$ cat src/hw/msc_pkg.sv
// Package for the motion sensor configuration block: map, fields, timing
package msc_pkg;
   // Register offsets
   localparam logic [7:0] ADDR_RATE_DIV = 8'h19;
   localparam logic [7:0] ADDR_FILTER_SYNC = 8'h1A;
   localparam logic [7:0] ADDR_GYRO_CFG = 8'h1B;
   localparam logic [7:0] ADDR_ACCEL_CFG = 8'h1C;
   // Field positions
   localparam int SYNC_SEL_LSB = 3;
   localparam int LPF_LSB = 0;
   localparam int ST_X_BIT = 7;
   localparam int ST_Y_BIT = 6;
   localparam int ST_Z_BIT = 5;
   localparam int RANGE_LSB = 3;
   // Writable bit masks; reserved bits stay zero
   localparam logic [7:0] FILTER_SYNC_MASK = 8'h3F;
   localparam logic [7:0] RANGE_ST_MASK = 8'hF8;
   // Reset values
   localparam logic [7:0] RESET_CFG = 8'h00;
   // Sync select codes
   localparam logic [2:0] SYNC_OFF = 3'h0;
   localparam logic [2:0] SYNC_TEMP = 3'h1;
   // Low-pass settings
   localparam logic [2:0] LPF_WIDE = 3'h0;
   localparam logic [2:0] LPF_RESVD = 3'h7;
   // Timing: rates in Hz and clock
   localparam int CLK_HZ = 100_000_000;
   localparam int GYRO_FAST_HZ = 8000;
   localparam int GYRO_SLOW_HZ = 1000;
   localparam int ACCEL_HZ = 1000;
   localparam int FAST_TICK_CYC = CLK_HZ / GYRO_FAST_HZ;
   localparam int SLOW_TICK_CYC = CLK_HZ / GYRO_SLOW_HZ;
   localparam int ACCEL_TICK_CYC = CLK_HZ / ACCEL_HZ;
   // Grouped sensor configuration
   typedef struct packed {
      logic [2:0] gyro_selftest;   // X,Y,Z
      logic [1:0] gyro_range_select;
      logic [2:0] accel_selftest;  // X,Y,Z
      logic [1:0] accel_range_select;
      logic [2:0] lowpass_setting;
   } msc_cfg_t;
endpackage

$ cat src/hw/msc_config.sv
// Motion sensor configuration registers, frame sync capture and rate ticks
//
// Decided for this implementation: the plain strobed port.

// Notes on behaviour
// - Frame sync pin changes are latched so short strobes are caught.
// - Latched frame sync is sampled once per sample-rate tick.
// - After sampling the latch reloads with present pin level, not zero.
// - Sampled bit goes to bit 0 of the low byte picked by sync select.
// - Sync select at bits 5:3, low-pass setting at bits 2:0, 7:6 reserved.
// - Gyro runs 8 kHz at settings 0 and 7, else 1 kHz; accel always 1 kHz.
// - Low-pass setting fixes bandwidth and delay of both sensors; 7 reserved.
// - Gyro self-test bits 7,6,5 actuate X,Y,Z axes, any combination.
// - Gyro range select at bits 4:3: 250, 500, 1000, 2000 deg/s.
// - Gyro config bits 2:0 are reserved and have no function.
// - Accel self-test bits 7,6,5 actuate X,Y,Z axes, any combination.
// - Accel range select at bits 4:3: 2, 4, 8, 16 g.
// - Sample tick is gyro rate divided by one plus the divider value.
module msc_config #(
   parameter int FAST_CYC = msc_pkg::FAST_TICK_CYC,
   parameter int SLOW_CYC = msc_pkg::SLOW_TICK_CYC,
   parameter int ACC_CYC = msc_pkg::ACCEL_TICK_CYC
) (
   // Clock and reset
   input wire logic core_clk_i,
   input wire logic rst_i,
   // Register port
   input wire logic [7:0] reg_addr_i,
   input wire logic [7:0] reg_wdata_i,
   input wire logic reg_wr_i,
   input wire logic reg_rd_i,
   output logic [7:0] reg_rdata_o,
   // External frame sync pin
   input wire logic frame_sync_pin_i,
   // Sample-rate events and captured sync
   output logic sample_tick_o,
   output logic gyro_tick_o,
   output logic accel_tick_o,
   output logic sync_sample_o,
   // One-hot low byte target: temp, gx, gy, gz, ax, ay, az
   output logic [6:0] sync_target_o,
   // Analog front-end control
   output msc_pkg::msc_cfg_t cfg_o
);

   // Pin synchroniser
   logic sync_meta_r, sync_pin_r, sync_prev_r;
   always_ff @(posedge core_clk_i or posedge rst_i) begin
      if (rst_i) begin
         sync_meta_r <= 1'b0;
         sync_pin_r <= 1'b0;
         sync_prev_r <= 1'b0;
      end else begin
         sync_meta_r <= frame_sync_pin_i;
         sync_pin_r <= sync_meta_r;
         sync_prev_r <= sync_pin_r;
      end
   end

   // Register storage
   logic [7:0] div_r, div_nxt;
   logic [7:0] fs_r, fs_nxt;
   logic [7:0] gyro_r, gyro_nxt;
   logic [7:0] acc_r, acc_nxt;
   logic [7:0] rdata_r, rdata_nxt;

   // Writes mask reserved bits, so they read zero
   always_comb begin
      div_nxt = div_r;
      fs_nxt = fs_r;
      gyro_nxt = gyro_r;
      acc_nxt = acc_r;
      if (reg_wr_i) begin
         unique case (reg_addr_i)
            msc_pkg::ADDR_RATE_DIV: div_nxt = reg_wdata_i;
            msc_pkg::ADDR_FILTER_SYNC: fs_nxt = reg_wdata_i & msc_pkg::FILTER_SYNC_MASK;
            msc_pkg::ADDR_GYRO_CFG: gyro_nxt = reg_wdata_i & msc_pkg::RANGE_ST_MASK;
            msc_pkg::ADDR_ACCEL_CFG: acc_nxt = reg_wdata_i & msc_pkg::RANGE_ST_MASK;
            default: ;
         endcase
      end
   end

   // Read data stands one cycle after the strobe; unmapped reads zero
   always_comb begin
      rdata_nxt = 8'h00;
      if (reg_rd_i) begin
         unique case (reg_addr_i)
            msc_pkg::ADDR_RATE_DIV: rdata_nxt = div_r;
            msc_pkg::ADDR_FILTER_SYNC: rdata_nxt = fs_r;
            msc_pkg::ADDR_GYRO_CFG: rdata_nxt = gyro_r;
            msc_pkg::ADDR_ACCEL_CFG: rdata_nxt = acc_r;
            default: rdata_nxt = 8'h00;
         endcase
      end
   end

   always_ff @(posedge core_clk_i or posedge rst_i) begin
      if (rst_i) begin
         div_r <= msc_pkg::RESET_CFG;
         fs_r <= msc_pkg::RESET_CFG;
         gyro_r <= msc_pkg::RESET_CFG;
         acc_r <= msc_pkg::RESET_CFG;
         rdata_r <= 8'h00;
      end else begin
         div_r <= div_nxt;
         fs_r <= fs_nxt;
         gyro_r <= gyro_nxt;
         acc_r <= acc_nxt;
         rdata_r <= rdata_nxt;
      end
   end

   // Field views
   logic [2:0] sync_capture_select;
   logic [2:0] lowpass_setting;
   logic lpf_bypass;
   assign sync_capture_select = fs_r[msc_pkg::SYNC_SEL_LSB +: 3];
   assign lowpass_setting = fs_r[msc_pkg::LPF_LSB +: 3];
   // Reserved setting 7 runs the gyro like setting 0, as filter disabled
   assign lpf_bypass = (lowpass_setting == msc_pkg::LPF_WIDE) ||
                       (lowpass_setting == msc_pkg::LPF_RESVD);

   // Gyro and accel rate dividers as one-cycle enables
   // 32 bits, since the slow periods at full clock rate exceed 16 bits
   logic [31:0] gcnt_r, gcnt_nxt;
   logic [31:0] acnt_r, acnt_nxt;
   logic gtick_nxt, atick_nxt;
   logic [31:0] gyro_period;
   always_comb begin
      gyro_period = lpf_bypass ? 32'(FAST_CYC) : 32'(SLOW_CYC);
      gtick_nxt = 1'b0;
      atick_nxt = 1'b0;
      gcnt_nxt = gcnt_r + 32'h00000001;
      acnt_nxt = acnt_r + 32'h00000001;
      if (gcnt_r >= gyro_period - 32'h00000001) begin
         gcnt_nxt = 32'h00000000;
         gtick_nxt = 1'b1;
      end
      if (acnt_r >= 32'(ACC_CYC) - 32'h00000001) begin
         acnt_nxt = 32'h00000000;
         atick_nxt = 1'b1;
      end
   end

   // Sample tick: every (1 + divider) gyro ticks
   logic [7:0] scnt_r, scnt_nxt;
   logic stick_nxt;
   always_comb begin
      scnt_nxt = scnt_r;
      stick_nxt = 1'b0;
      if (gtick_nxt) begin
         if (scnt_r >= div_r) begin
            scnt_nxt = 8'h00;
            stick_nxt = 1'b1;
         end else begin
            scnt_nxt = scnt_r + 8'h01;
         end
      end
   end

   // Frame sync latch: edge catches, sample tick reloads with pin level
   logic latch_r, latch_nxt;
   logic sample_r, sample_nxt;
   logic [6:0] target_r, target_nxt;
   always_comb begin
      latch_nxt = latch_r | (sync_pin_r ^ sync_prev_r);
      sample_nxt = sample_r;
      if (stick_nxt) begin
         sample_nxt = latch_nxt;
         latch_nxt = sync_pin_r;
      end
      // Disabled select routes the bit nowhere
      target_nxt = 7'h00;
      if (sync_capture_select != msc_pkg::SYNC_OFF) begin
         target_nxt[sync_capture_select - msc_pkg::SYNC_TEMP] = 1'b1;
      end
   end

   always_ff @(posedge core_clk_i or posedge rst_i) begin
      if (rst_i) begin
         gcnt_r <= 32'h00000000;
         acnt_r <= 32'h00000000;
         scnt_r <= 8'h00;
         sample_tick_o <= 1'b0;
         gyro_tick_o <= 1'b0;
         accel_tick_o <= 1'b0;
         latch_r <= 1'b0;
         sample_r <= 1'b0;
         target_r <= 7'h00;
      end else begin
         gcnt_r <= gcnt_nxt;
         acnt_r <= acnt_nxt;
         scnt_r <= scnt_nxt;
         sample_tick_o <= stick_nxt;
         gyro_tick_o <= gtick_nxt;
         accel_tick_o <= atick_nxt;
         latch_r <= latch_nxt;
         sample_r <= sample_nxt;
         target_r <= target_nxt;
      end
   end

   // Front-end controls registered for clean analog drive
   msc_pkg::msc_cfg_t cfg_nxt;
   always_comb begin
      cfg_nxt.gyro_selftest = gyro_r[msc_pkg::ST_Z_BIT +: 3];
      cfg_nxt.gyro_range_select = gyro_r[msc_pkg::RANGE_LSB +: 2];
      cfg_nxt.accel_selftest = acc_r[msc_pkg::ST_Z_BIT +: 3];
      cfg_nxt.accel_range_select = acc_r[msc_pkg::RANGE_LSB +: 2];
      cfg_nxt.lowpass_setting = lowpass_setting;
   end

   always_ff @(posedge core_clk_i or posedge rst_i) begin
      if (rst_i) begin
         cfg_o <= '0;
      end else begin
         cfg_o <= cfg_nxt;
      end
   end

   assign reg_rdata_o = rdata_r;
   assign sync_sample_o = sample_r;
   assign sync_target_o = target_r;

   // Assertion helpers: cycles since the last tick, and whether the filter
   // mode held still since then; counters saturate rather than wrap
   logic [31:0] ggap_r, ggap_nxt;
   logic [31:0] agap_r, agap_nxt;
   logic steady_r, steady_nxt;
   logic bypass_prev_r;
   always_comb begin
      ggap_nxt = (ggap_r == 32'hFFFFFFFF) ? ggap_r : ggap_r + 32'h00000001;
      agap_nxt = (agap_r == 32'hFFFFFFFF) ? agap_r : agap_r + 32'h00000001;
      steady_nxt = steady_r && (lpf_bypass == bypass_prev_r);
      if (gyro_tick_o) begin
         ggap_nxt = 32'h00000001;
         steady_nxt = 1'b1;
      end
      if (accel_tick_o) begin
         agap_nxt = 32'h00000001;
      end
   end

   // First gyro tick after reset is never judged: steady starts low
   always_ff @(posedge core_clk_i or posedge rst_i) begin
      if (rst_i) begin
         ggap_r <= 32'h00000000;
         agap_r <= 32'h00000000;
         steady_r <= 1'b0;
         bypass_prev_r <= 1'b0;
      end else begin
         ggap_r <= ggap_nxt;
         agap_r <= agap_nxt;
         steady_r <= steady_nxt;
         bypass_prev_r <= lpf_bypass;
      end
   end

   // Assertions
   chk_reserved_zero: assert property (@(posedge core_clk_i) disable iff (rst_i)
      (fs_r[7:6] == 2'b00) && (gyro_r[2:0] == 3'h0) && (acc_r[2:0] == 3'h0))
      else $error("reserved bits not zero");
   chk_read_latency: assert property (@(posedge core_clk_i) disable iff (rst_i)
      reg_rd_i && !reg_wr_i && reg_addr_i == msc_pkg::ADDR_GYRO_CFG
      |=> reg_rdata_o == $past(gyro_r))
      else $error("read data wrong");
   chk_frame_sync_pin_catch: assert property (@(posedge core_clk_i) disable iff (rst_i)
      (sync_pin_r != sync_prev_r) && !stick_nxt |=> latch_r)
      else $error("sync edge lost");
   chk_frame_sync_pin_sample: assert property (@(posedge core_clk_i) disable iff (rst_i)
      stick_nxt |=> sync_sample_o == $past(latch_r | (sync_pin_r ^ sync_prev_r)))
      else $error("sync sample wrong");
   chk_frame_sync_pin_reload: assert property (@(posedge core_clk_i) disable iff (rst_i)
      stick_nxt |=> latch_r == $past(sync_pin_r))
      else $error("latch reload wrong");
   chk_target_route: assert property (@(posedge core_clk_i) disable iff (rst_i)
      sync_capture_select == msc_pkg::SYNC_OFF |=> sync_target_o == 7'h00)
      else $error("disabled sync routed");
   chk_gyro_fast: assert property (@(posedge core_clk_i) disable iff (rst_i)
      gyro_tick_o && steady_r && bypass_prev_r |-> ggap_r == 32'(FAST_CYC))
      else $error("gyro tick spacing");
   chk_gyro_slow: assert property (@(posedge core_clk_i) disable iff (rst_i)
      gyro_tick_o && steady_r && !bypass_prev_r |-> ggap_r == 32'(SLOW_CYC))
      else $error("slow gyro tick spacing");
   chk_accel_rate: assert property (@(posedge core_clk_i) disable iff (rst_i)
      accel_tick_o |-> agap_r == 32'(ACC_CYC))
      else $error("accel tick spacing");
   chk_gyro_range: assert property (@(posedge core_clk_i) disable iff (rst_i)
      1'b1 |=> cfg_o.gyro_range_select == $past(gyro_r[4:3]))
      else $error("gyro range wrong");
   chk_accel_st: assert property (@(posedge core_clk_i) disable iff (rst_i)
      1'b1 |=> cfg_o.accel_selftest == $past(acc_r[7:5]))
      else $error("accel selftest wrong");
   chk_gyro_st: assert property (@(posedge core_clk_i) disable iff (rst_i)
      1'b1 |=> cfg_o.gyro_selftest == $past(gyro_r[7:5]))
      else $error("gyro selftest wrong");
   chk_accel_range: assert property (@(posedge core_clk_i) disable iff (rst_i)
      1'b1 |=> cfg_o.accel_range_select == $past(acc_r[4:3]))
      else $error("accel range wrong");
   chk_sample_div: assert property (@(posedge core_clk_i) disable iff (rst_i)
      stick_nxt |-> gtick_nxt)
      else $error("sample tick off gyro tick");
   // Register writes keep only the writable fields
   chk_fs_write: assert property (@(posedge core_clk_i) disable iff (rst_i)
      reg_wr_i && reg_addr_i == msc_pkg::ADDR_FILTER_SYNC
      |=> fs_r[7:6] == 2'b00 && fs_r[5:0] == $past(reg_wdata_i[5:0]))
      else $error("filter sync write wrong");
   chk_gyro_write: assert property (@(posedge core_clk_i) disable iff (rst_i)
      reg_wr_i && reg_addr_i == msc_pkg::ADDR_GYRO_CFG
      |=> gyro_r[7:3] == $past(reg_wdata_i[7:3]))
      else $error("gyro config write wrong");
   chk_accel_write: assert property (@(posedge core_clk_i) disable iff (rst_i)
      reg_wr_i && reg_addr_i == msc_pkg::ADDR_ACCEL_CFG
      |=> acc_r[7:3] == $past(reg_wdata_i[7:3]))
      else $error("accel config write wrong");
   chk_rdata_idle: assert property (@(posedge core_clk_i) disable iff (rst_i)
      !reg_rd_i |=> reg_rdata_o == 8'h00)
      else $error("read data without strobe");
   chk_lpf_out: assert property (@(posedge core_clk_i) disable iff (rst_i)
      1'b1 |=> cfg_o.lowpass_setting == $past(fs_r[2:0]))
      else $error("lowpass setting wrong");
   chk_target_onehot: assert property (@(posedge core_clk_i) disable iff (rst_i)
      sync_capture_select != msc_pkg::SYNC_OFF
      |=> sync_target_o == (7'h01 << ($past(sync_capture_select) - 3'h1)))
      else $error("sync target wrong");
   chk_sample_pulse: assert property (@(posedge core_clk_i) disable iff (rst_i)
      sample_tick_o |=> !sample_tick_o)
      else $error("sample tick too long");
   chk_latch_hold: assert property (@(posedge core_clk_i) disable iff (rst_i)
      !stick_nxt && (sync_pin_r == sync_prev_r) |=> latch_r == $past(latch_r))
      else $error("latch moved without edge");

endmodule

$ cat config.mk
export PLATFORM = sky130hd
export DESIGN_NAME = msc_config
export DESIGN_NICKNAME = d
export VERILOG_FILES = /design/src/hw/msc_pkg.sv /design/src/hw/msc_config.sv
export SDC_FILE = /design/constraint.sdc
export NUM_CORES = 1
export LEC_CHECK = 0
export ABC_AREA = 1
export BUFFER_PORTS_ARGS = -buffer_cell sky130_fd_sc_hd__buf_2
export CORE_ASPECT_RATIO = 0.8
export CORE_MARGIN = 2
export CORE_UTILIZATION = 40
export CTS_BUF_LIST = sky130_fd_sc_hd__clkbuf_4 sky130_fd_sc_hd__clkbuf_8
export CTS_CLUSTER_SIZE = 12
export DETAILED_ROUTE_END_ITERATION = 10
export GPL_TIMING_DRIVEN = 0
export SLEW_MARGIN = 20
export SYNTH_ARGS = -nofsm -noshare
export SYNTH_HDL_FRONTEND = slang
export SYNTH_SLANG_ARGS = --single-unit
$ cat constraint.sdc
create_clock -name core_clk_i -period 8.7 [get_ports core_clk_i]
set_input_delay 0 -clock core_clk_i [delete_from_list [all_inputs] [get_ports core_clk_i]]
set_output_delay 0 -clock core_clk_i [all_outputs]
set_load 0.05 [all_outputs]
==> impl_metrics.tcl, run 1 <==
set metrics [dict create \
    cp.required_ns 9.04 \
    max_freq_mhz 442 \
    area_growth_pct 21.2 \
    hold_path_class "primary input to asynchronous set/reset pin" \
    power_density_nw_per_um2 192 \
    p_int_w 0.000997 \
    ir_drop_mv 0.121 \
    synth_area_per_cell_sq_um 9.60 \
    path_class "flip-flop to flip-flop" \
    netlist_area_sq_um 5650 \
    die_h_um 110 \
    drive_gt1_share_pct 15.8 \
    vias_per_cell 4.60 \
    ant_nets 0 \
    tns_ns 0 \
    place.gp.congestion 0.804 \
    track_usage_pct 16.2 \
    clk_path_buf_depth 2 \
    overflow 0 \
    power.share.combinational_pct 7.8 \
    num_rows 38 \
    layout.nets 742 \
    final_common_cell "dfrtp_1" \
    dpl.hpwl_um 7600 \
    synth.top_cells.by_area "dfrtp_1, nand2_1, inv_1" \
    finClkSkew_ns 0.00868 \
    status "completed" \
    num_vias 4116 \
    grt_pass1_vias 4100 \
    max_stage_delay_ns 0.43 \
    synth_edf_count 0 \
    leakage_nw 3.33 \
    slew_headroom_pct 53.3 \
    period_minus_slack_ns 2.26 \
    drt_first_pass_iters 4 \
    antenna_cells 0 \
    cts.sink_count 132 \
    ys_seq_area_share_pct 58.4 \
    grt_max_degree 96 \
    p_sw_w 0.000321 \
    synth_area_leader_cell "dfrtp_1" \
    timing.hold.ws_ns 0.0707 \
    arrival_ns 2.60 \
    dieArea_sq_um 15100 \
    placedCellCount 850 \
    ys.flop_type "dfrtp_1" \
    grt_setup_unrepaired "no" \
    clock-root-buffer "clkbuf_8" \
    cts_made_buffers 17 \
    antenna_found_initial 0 \
    grt_pass1_wl_um 18800 \
    wl_per_cell_um 12.0 \
    p_seq_share_pct 49.1 \
    clkLatencyLatePin_ns 0.43 \
    synth.top_cell.area_share_pct 58.4 \
    ios 53 \
    power_frac_clock_pct 43.1 \
    core_area_sq_um 13700 \
    cap_violations 0 \
    final-setup-viol-count 0 \
    cp_slowest_cell "dfrtp_1" \
    synth.distinct_cells 45 \
    cp_max_fo 10 \
    max_slew.worst_pin.slew_ns 0.694 \
    most-common-layout-cells "dfrtp_1, nand2_1, nor2_1, inv_1, buf_2" \
    timing_hold_violations_final 0 \
    end_kind "flip-flop" \
    worstPathBufferInverterCount 1 \
    ys_ff_latch 132 \
    synth-async-reset-ratio_pct 100 \
    p_sw_share_pct 24.3 \
    htree_levels 4 \
    drcViolationCount 0 \
    postCtsSetupBuffers 0 \
    slew_violations 0 \
    drtIter0Drc 216 \
    crit_chain "nor2_1 > nand2_2 > nand2_2 > ha_1 > a21oi_1 > nor2_1 > nor3_1 > nand2_1 > nand2_1 > nand2_1 > nand2_2 > nand2_4 > buf_6 > nor3_1" \
    ys_warn_count 0 \
    start_util_pct 41.3 \
    routed_wl_um 10700 \
    cts_tree "done" \
    dieWidth_um 137 \
    critical_path.top_delay_family "simple AND/OR/NAND/NOR gates" \
    min_period_over_period_pct 26.0 \
    cp-start-kind "flip-flop" \
    instances_no_fill 895 \
    clk_pin_slew_ns 0.07 \
    io_buffers 52 \
    synth_cells 589 \
]
[metrics by stage]
| stage | setup slack (ns) | utilization, % | area, sq um | power (W) |
|---|---|---|---|---|
| floorplan | 5.17 | - | 5760 | 0.000727 |
| global placement | 3.83 | 45.6 | 6240 | 0.000753 |
| detailed placement | 6.46 | 45.9 | 6280 | 0.000759 |
| CTS | 6.43 | 50.1 | 6850 | 0.00134 |
| global route | 6.20 | 50.1 | 6850 | 0.00139 |
| finish | 6.44 | 50.1 | 6850 | 0.00132 |
[sequential cells by signal, summed over array words and instances, names as in the netlist, 5 cells and up]
name / flops
sync_target_o: 7
reg_rdata_o: 8
div_r: 8
cfg_o: 13
gcnt_r: 32
gyro_r: 5
acc_r: 5
fs_r: 6
scnt_r: 8
acnt_r: 32
[path summary, 6_finish.rpt]
path | cells past startpoint | from | slack, ns | end
worst max-delay path | 14 | fs_r[1] | 6.44 | gcnt_r[6]
worst min-delay path | 3 | rst_i | 0.07 | acnt_r[12]
worst max register to register | 14 | fs_r[1] | 6.44 | gcnt_r[6]
worst min register to register | 0 | sync_meta_r | 0.36 | sync_pin_r
max in group asynchronous | 4 | rst_i | 7.91 | sync_pin_r
min in group core_clk_i | 6 | reg_addr_i[5] | 0.08 | reg_rdata_o[4]
[per-layer routing]
| metal | vias up | share of wire, % | global-route usage (%) |
|---|---|---|---|
| met5 | - | 0 | 0 |
| met1 | 1954 | 50 | 21.7 |
| met3 | 5 | 3.5 | 4.98 |
| met2 | 60 | 45 | 24.9 |
| met4 | 0 | 0.62 | 6.55 |
| li1 | 2097 | - | - |
[cell usage after synthesis, drive strengths merged (3+ instances only)]
master and number:
o21ai 38, dfrtp 132, a21oi 12, or2 3
nor3b 3, xnor2 4, and3 3, nand3 19
nor4 10, nor2 75, nor3 14, ha 19
nand2 134, xor2 17, buf 5, inv 73
nand4 9, a31oi 3
[power by group through the flow]
stage	clock network, W	registers (W)	logic (W)
5_1_grt	0.000618	0.000649	0.000118
2_1_floorplan	0	0.000679	0.0000482
6_report	0.000568	0.000647	0.000102
3_5_place_dp	0	0.000659	0.0000998
4_1_cts	0.000588	0.000647	0.000104
3_3_place_gp	0	0.000658	0.0000949
[area by class of cell]
| type | count | area, sq um |
|---|---|---|
| tap | 180 | 225 |
| fill | 1294 | 6840 |
| inverter | 73 | 282 |
| clock inverter | 12 | 176 |
| clock buffer | 20 | 269 |
| buffer | 7 | 47.5 |
| timing repair buffer | 66 | 418 |
| sequential | 132 | 3300 |
| multi-input combinational | 405 | 2130 |
[kinds of logic (layout without fill, tap and decap cells)]
group / count (synthesis) / after routing / synth area share (%)
DFF: 132 / 132 / 58.4
xor gates and xnor gates: 21 / 21 / 3.25
buffers and inverters: 80 / 178 / 5.69
and+or+nand+nor: 271 / 271 / 21.8
other: 1 / 29 / 0.0663
AOI/OAI and AO/OA: 65 / 65 / 6.51
adders and majority gates: 19 / 19 / 4.21
[worst register-to-register path, delay by kind of cell (launching register included)]
kind | cells | cell delay, ns
adder cells (fa/ha/maj) | 1 | 0.29
flip-flops | 1 | 0.43
AND/OR/NAND/NOR | 11 | 1.15
AO/OA/AOI/OAI | 1 | 0.14
buffers and inverters | 1 | 0.16
[timing repair]
item / in CTS / in global routing
hold buffers: 13 / 0
resized for setup: 0 / 0
hold endpoints to repair: 165 / 0
No activity file was read; power rests on OpenSTA's default activity.
==> run 2: changes to the inputs <==
==> constraint.sdc (replaced) <==
create_clock -name core_clk_i -period 2 [get_ports core_clk_i]
set_input_delay 0 -clock core_clk_i [delete_from_list [all_inputs] [get_ports core_clk_i]]
set_output_delay 0 -clock core_clk_i [all_outputs]
set_load 0.05 [all_outputs]
==> impl_metrics.tcl, run 2 (same netlist as run 1, synthesis figures left out) <==
set metrics [dict create \
    status "complete, but fails checks" \
    violations "setup timing" \
    placedCellCount 853 \
    cp.required_ns 2.33 \
    leakage_nw 3.46 \
    wl_per_cell_um 12.6 \
    final-setup-viol-count 20 \
    dpl-instance-area_sq_um 6330 \
    clk_pin_slew_ns 0.08 \
    max_slew.worst_pin.slew_ns 0.681 \
    instances_no_fill 907 \
    ir_drop_mv 0.485 \
    hold_path_class "primary input to flip-flop" \
    core_area_sq_um 13700 \
    htree_levels 4 \
    min_period_over_period_pct 103 \
    max_freq_mhz 486 \
    track_usage_pct 16.7 \
    die_h_um 110 \
    num_vias 4283 \
    dpl.hpwl_um 7990 \
    ios 53 \
    period_minus_slack_ns 2.06 \
    end_kind "flip-flop" \
    timing.hold.ws_ns 0.0369 \
    setup_ws_ns -0.0586 \
    cts.sink_count 132 \
    final_common_cell "dfrtp_1" \
    clkLatencyLatePin_ns 0.43 \
    grt_setup_unrepaired "yes" \
    clk_path_buf_depth 2 \
    tns_ns -0.704 \
    layout.nets 754 \
    cp-start-kind "flip-flop" \
    dieWidth_um 137 \
    antenna_cells 0 \
    finish.utilization_pct 52.8 \
    drcViolationCount 0 \
    area_growth_pct 27.9 \
    cp_slowest_cell "dfrtp_1" \
    arrival_ns 2.39 \
    drtIter0Drc 207 \
    fin_area_sq_um 7230 \
    dieArea_sq_um 15100 \
    cap_violations 0 \
    slew_headroom_pct 54.2 \
    grt_pass1_vias 4227 \
    crit_top_cell "nand2_4" \
    drive_gt1_share_pct 22.1 \
    ant_nets 0 \
    grt_max_degree 38 \
    place.gp.congestion 0.809 \
    reg_top3 "acnt_r: 32 flops, gcnt_r: 32 flops, cfg_o: 13 flops" \
    timing_hold_violations_final 0 \
    path_class "flip-flop to flip-flop" \
    max_stage_delay_ns 0.42 \
    cp_max_fo 6 \
    most-common-layout-cells "dfrtp_1, nand2_1, inv_1, nor2_1, buf_2" \
    crit_chain "nand3_2 > nand2_4 > buf_4 > ha_1 > nor4_1 > and3_2 > nand2_4 > buf_6 > nand2_1 > o21ai_1" \
    start_util_pct 41.3 \
    overflow 0 \
    routed_wl_um 11400 \
    fill_cells 1256 \
    num_rows 38 \
    cts_tree "done" \
    seqCellArea_sq_um 3300 \
    finClkSkew_ns 0.0122 \
    cts_made_buffers 17 \
    power_density_nw_per_um2 832 \
    antenna_found_initial 0 \
    slew_violations 0 \
    clock-root-buffer "clkbuf_8" \
    vias_per_cell 4.72 \
    drt_first_pass_iters 4 \
    io_buffers 52 \
    multi_input_area_sq_um 2320 \
    grt_pass1_wl_um 19700 \
]
[run 2: layer usage]
metal  routed length [um]  global-route usage (%)
met1                 5620                    22.9
met2                 5260                    26.2
met3                  374                    3.34
met4                  192                    6.77
met5                    0                       0
[run 2: worst max-delay path, delay by kind of cell, from the launching register on]
kind,cells,cell delay [ns]
AO/OA/AOI/OAI,1,0.05
adder cells (fa/ha/maj),1,0.18
buffers and inverters,2,0.33
flip-flops,1,0.42
AND/OR/NAND/NOR,6,0.98
[run 2: cell type report]
| cell class | count | area share, % |
|---|---|---|
| clock buffers | 19 | 3.62 |
| multi-input cells | 406 | 32.1 |
| flip-flops and latches | 132 | 45.7 |
| plain buffers | 7 | 0.900 |
| inverters | 73 | 3.84 |
| clock inverters | 13 | 3.03 |
| well taps | 180 | 3.12 |
| repair buffers | 77 | 7.65 |
[run 2: path summary, 6_finish.rpt]
path / startpoint / end / slack (ns) / cells after the start
max: fs_r[1] / scnt_r[5] / -0.06 / 10
min: reg_addr_i[0] / reg_rdata_o[7] / 0.04 / 5
max reg2reg: fs_r[1] / scnt_r[5] / -0.06 / 10
min reg2reg: sync_meta_r / sync_pin_r / 0.36 / 0
max in group asynchronous: rst_i / fs_r[0] / 1.16 / 5
min in group asynchronous: rst_i / accel_tick_o / 0.13 / 3
[run 2: through the flow]
step                setup WS (ns)  power [W]
global placement           -0.405    0.00328
global route               -0.221    0.00625
finish                    -0.0586    0.00601
floorplan                  0.0951    0.00316
CTS                       -0.0492    0.00606
detailed placement         -0.246    0.00331
[run 2: timing repair]
action                                  4_1_cts  5_1_grt
hold endpoints to repair                    108        0
gates cloned                                  1        2
hold buffers                                 12        0
pin swaps                                     7        2
endpoints found under the setup margin       30       30
buffers inserted                              7        0
resized for setup                            22       30
[run 2: where the power goes]
group | switching (W) | internal, W
combinational | 0.000336 | 0.000160
clock | 0.00113 | 0.00158
sequential | 0.0000479 | 0.00276
total | 0.00151 | 0.00450
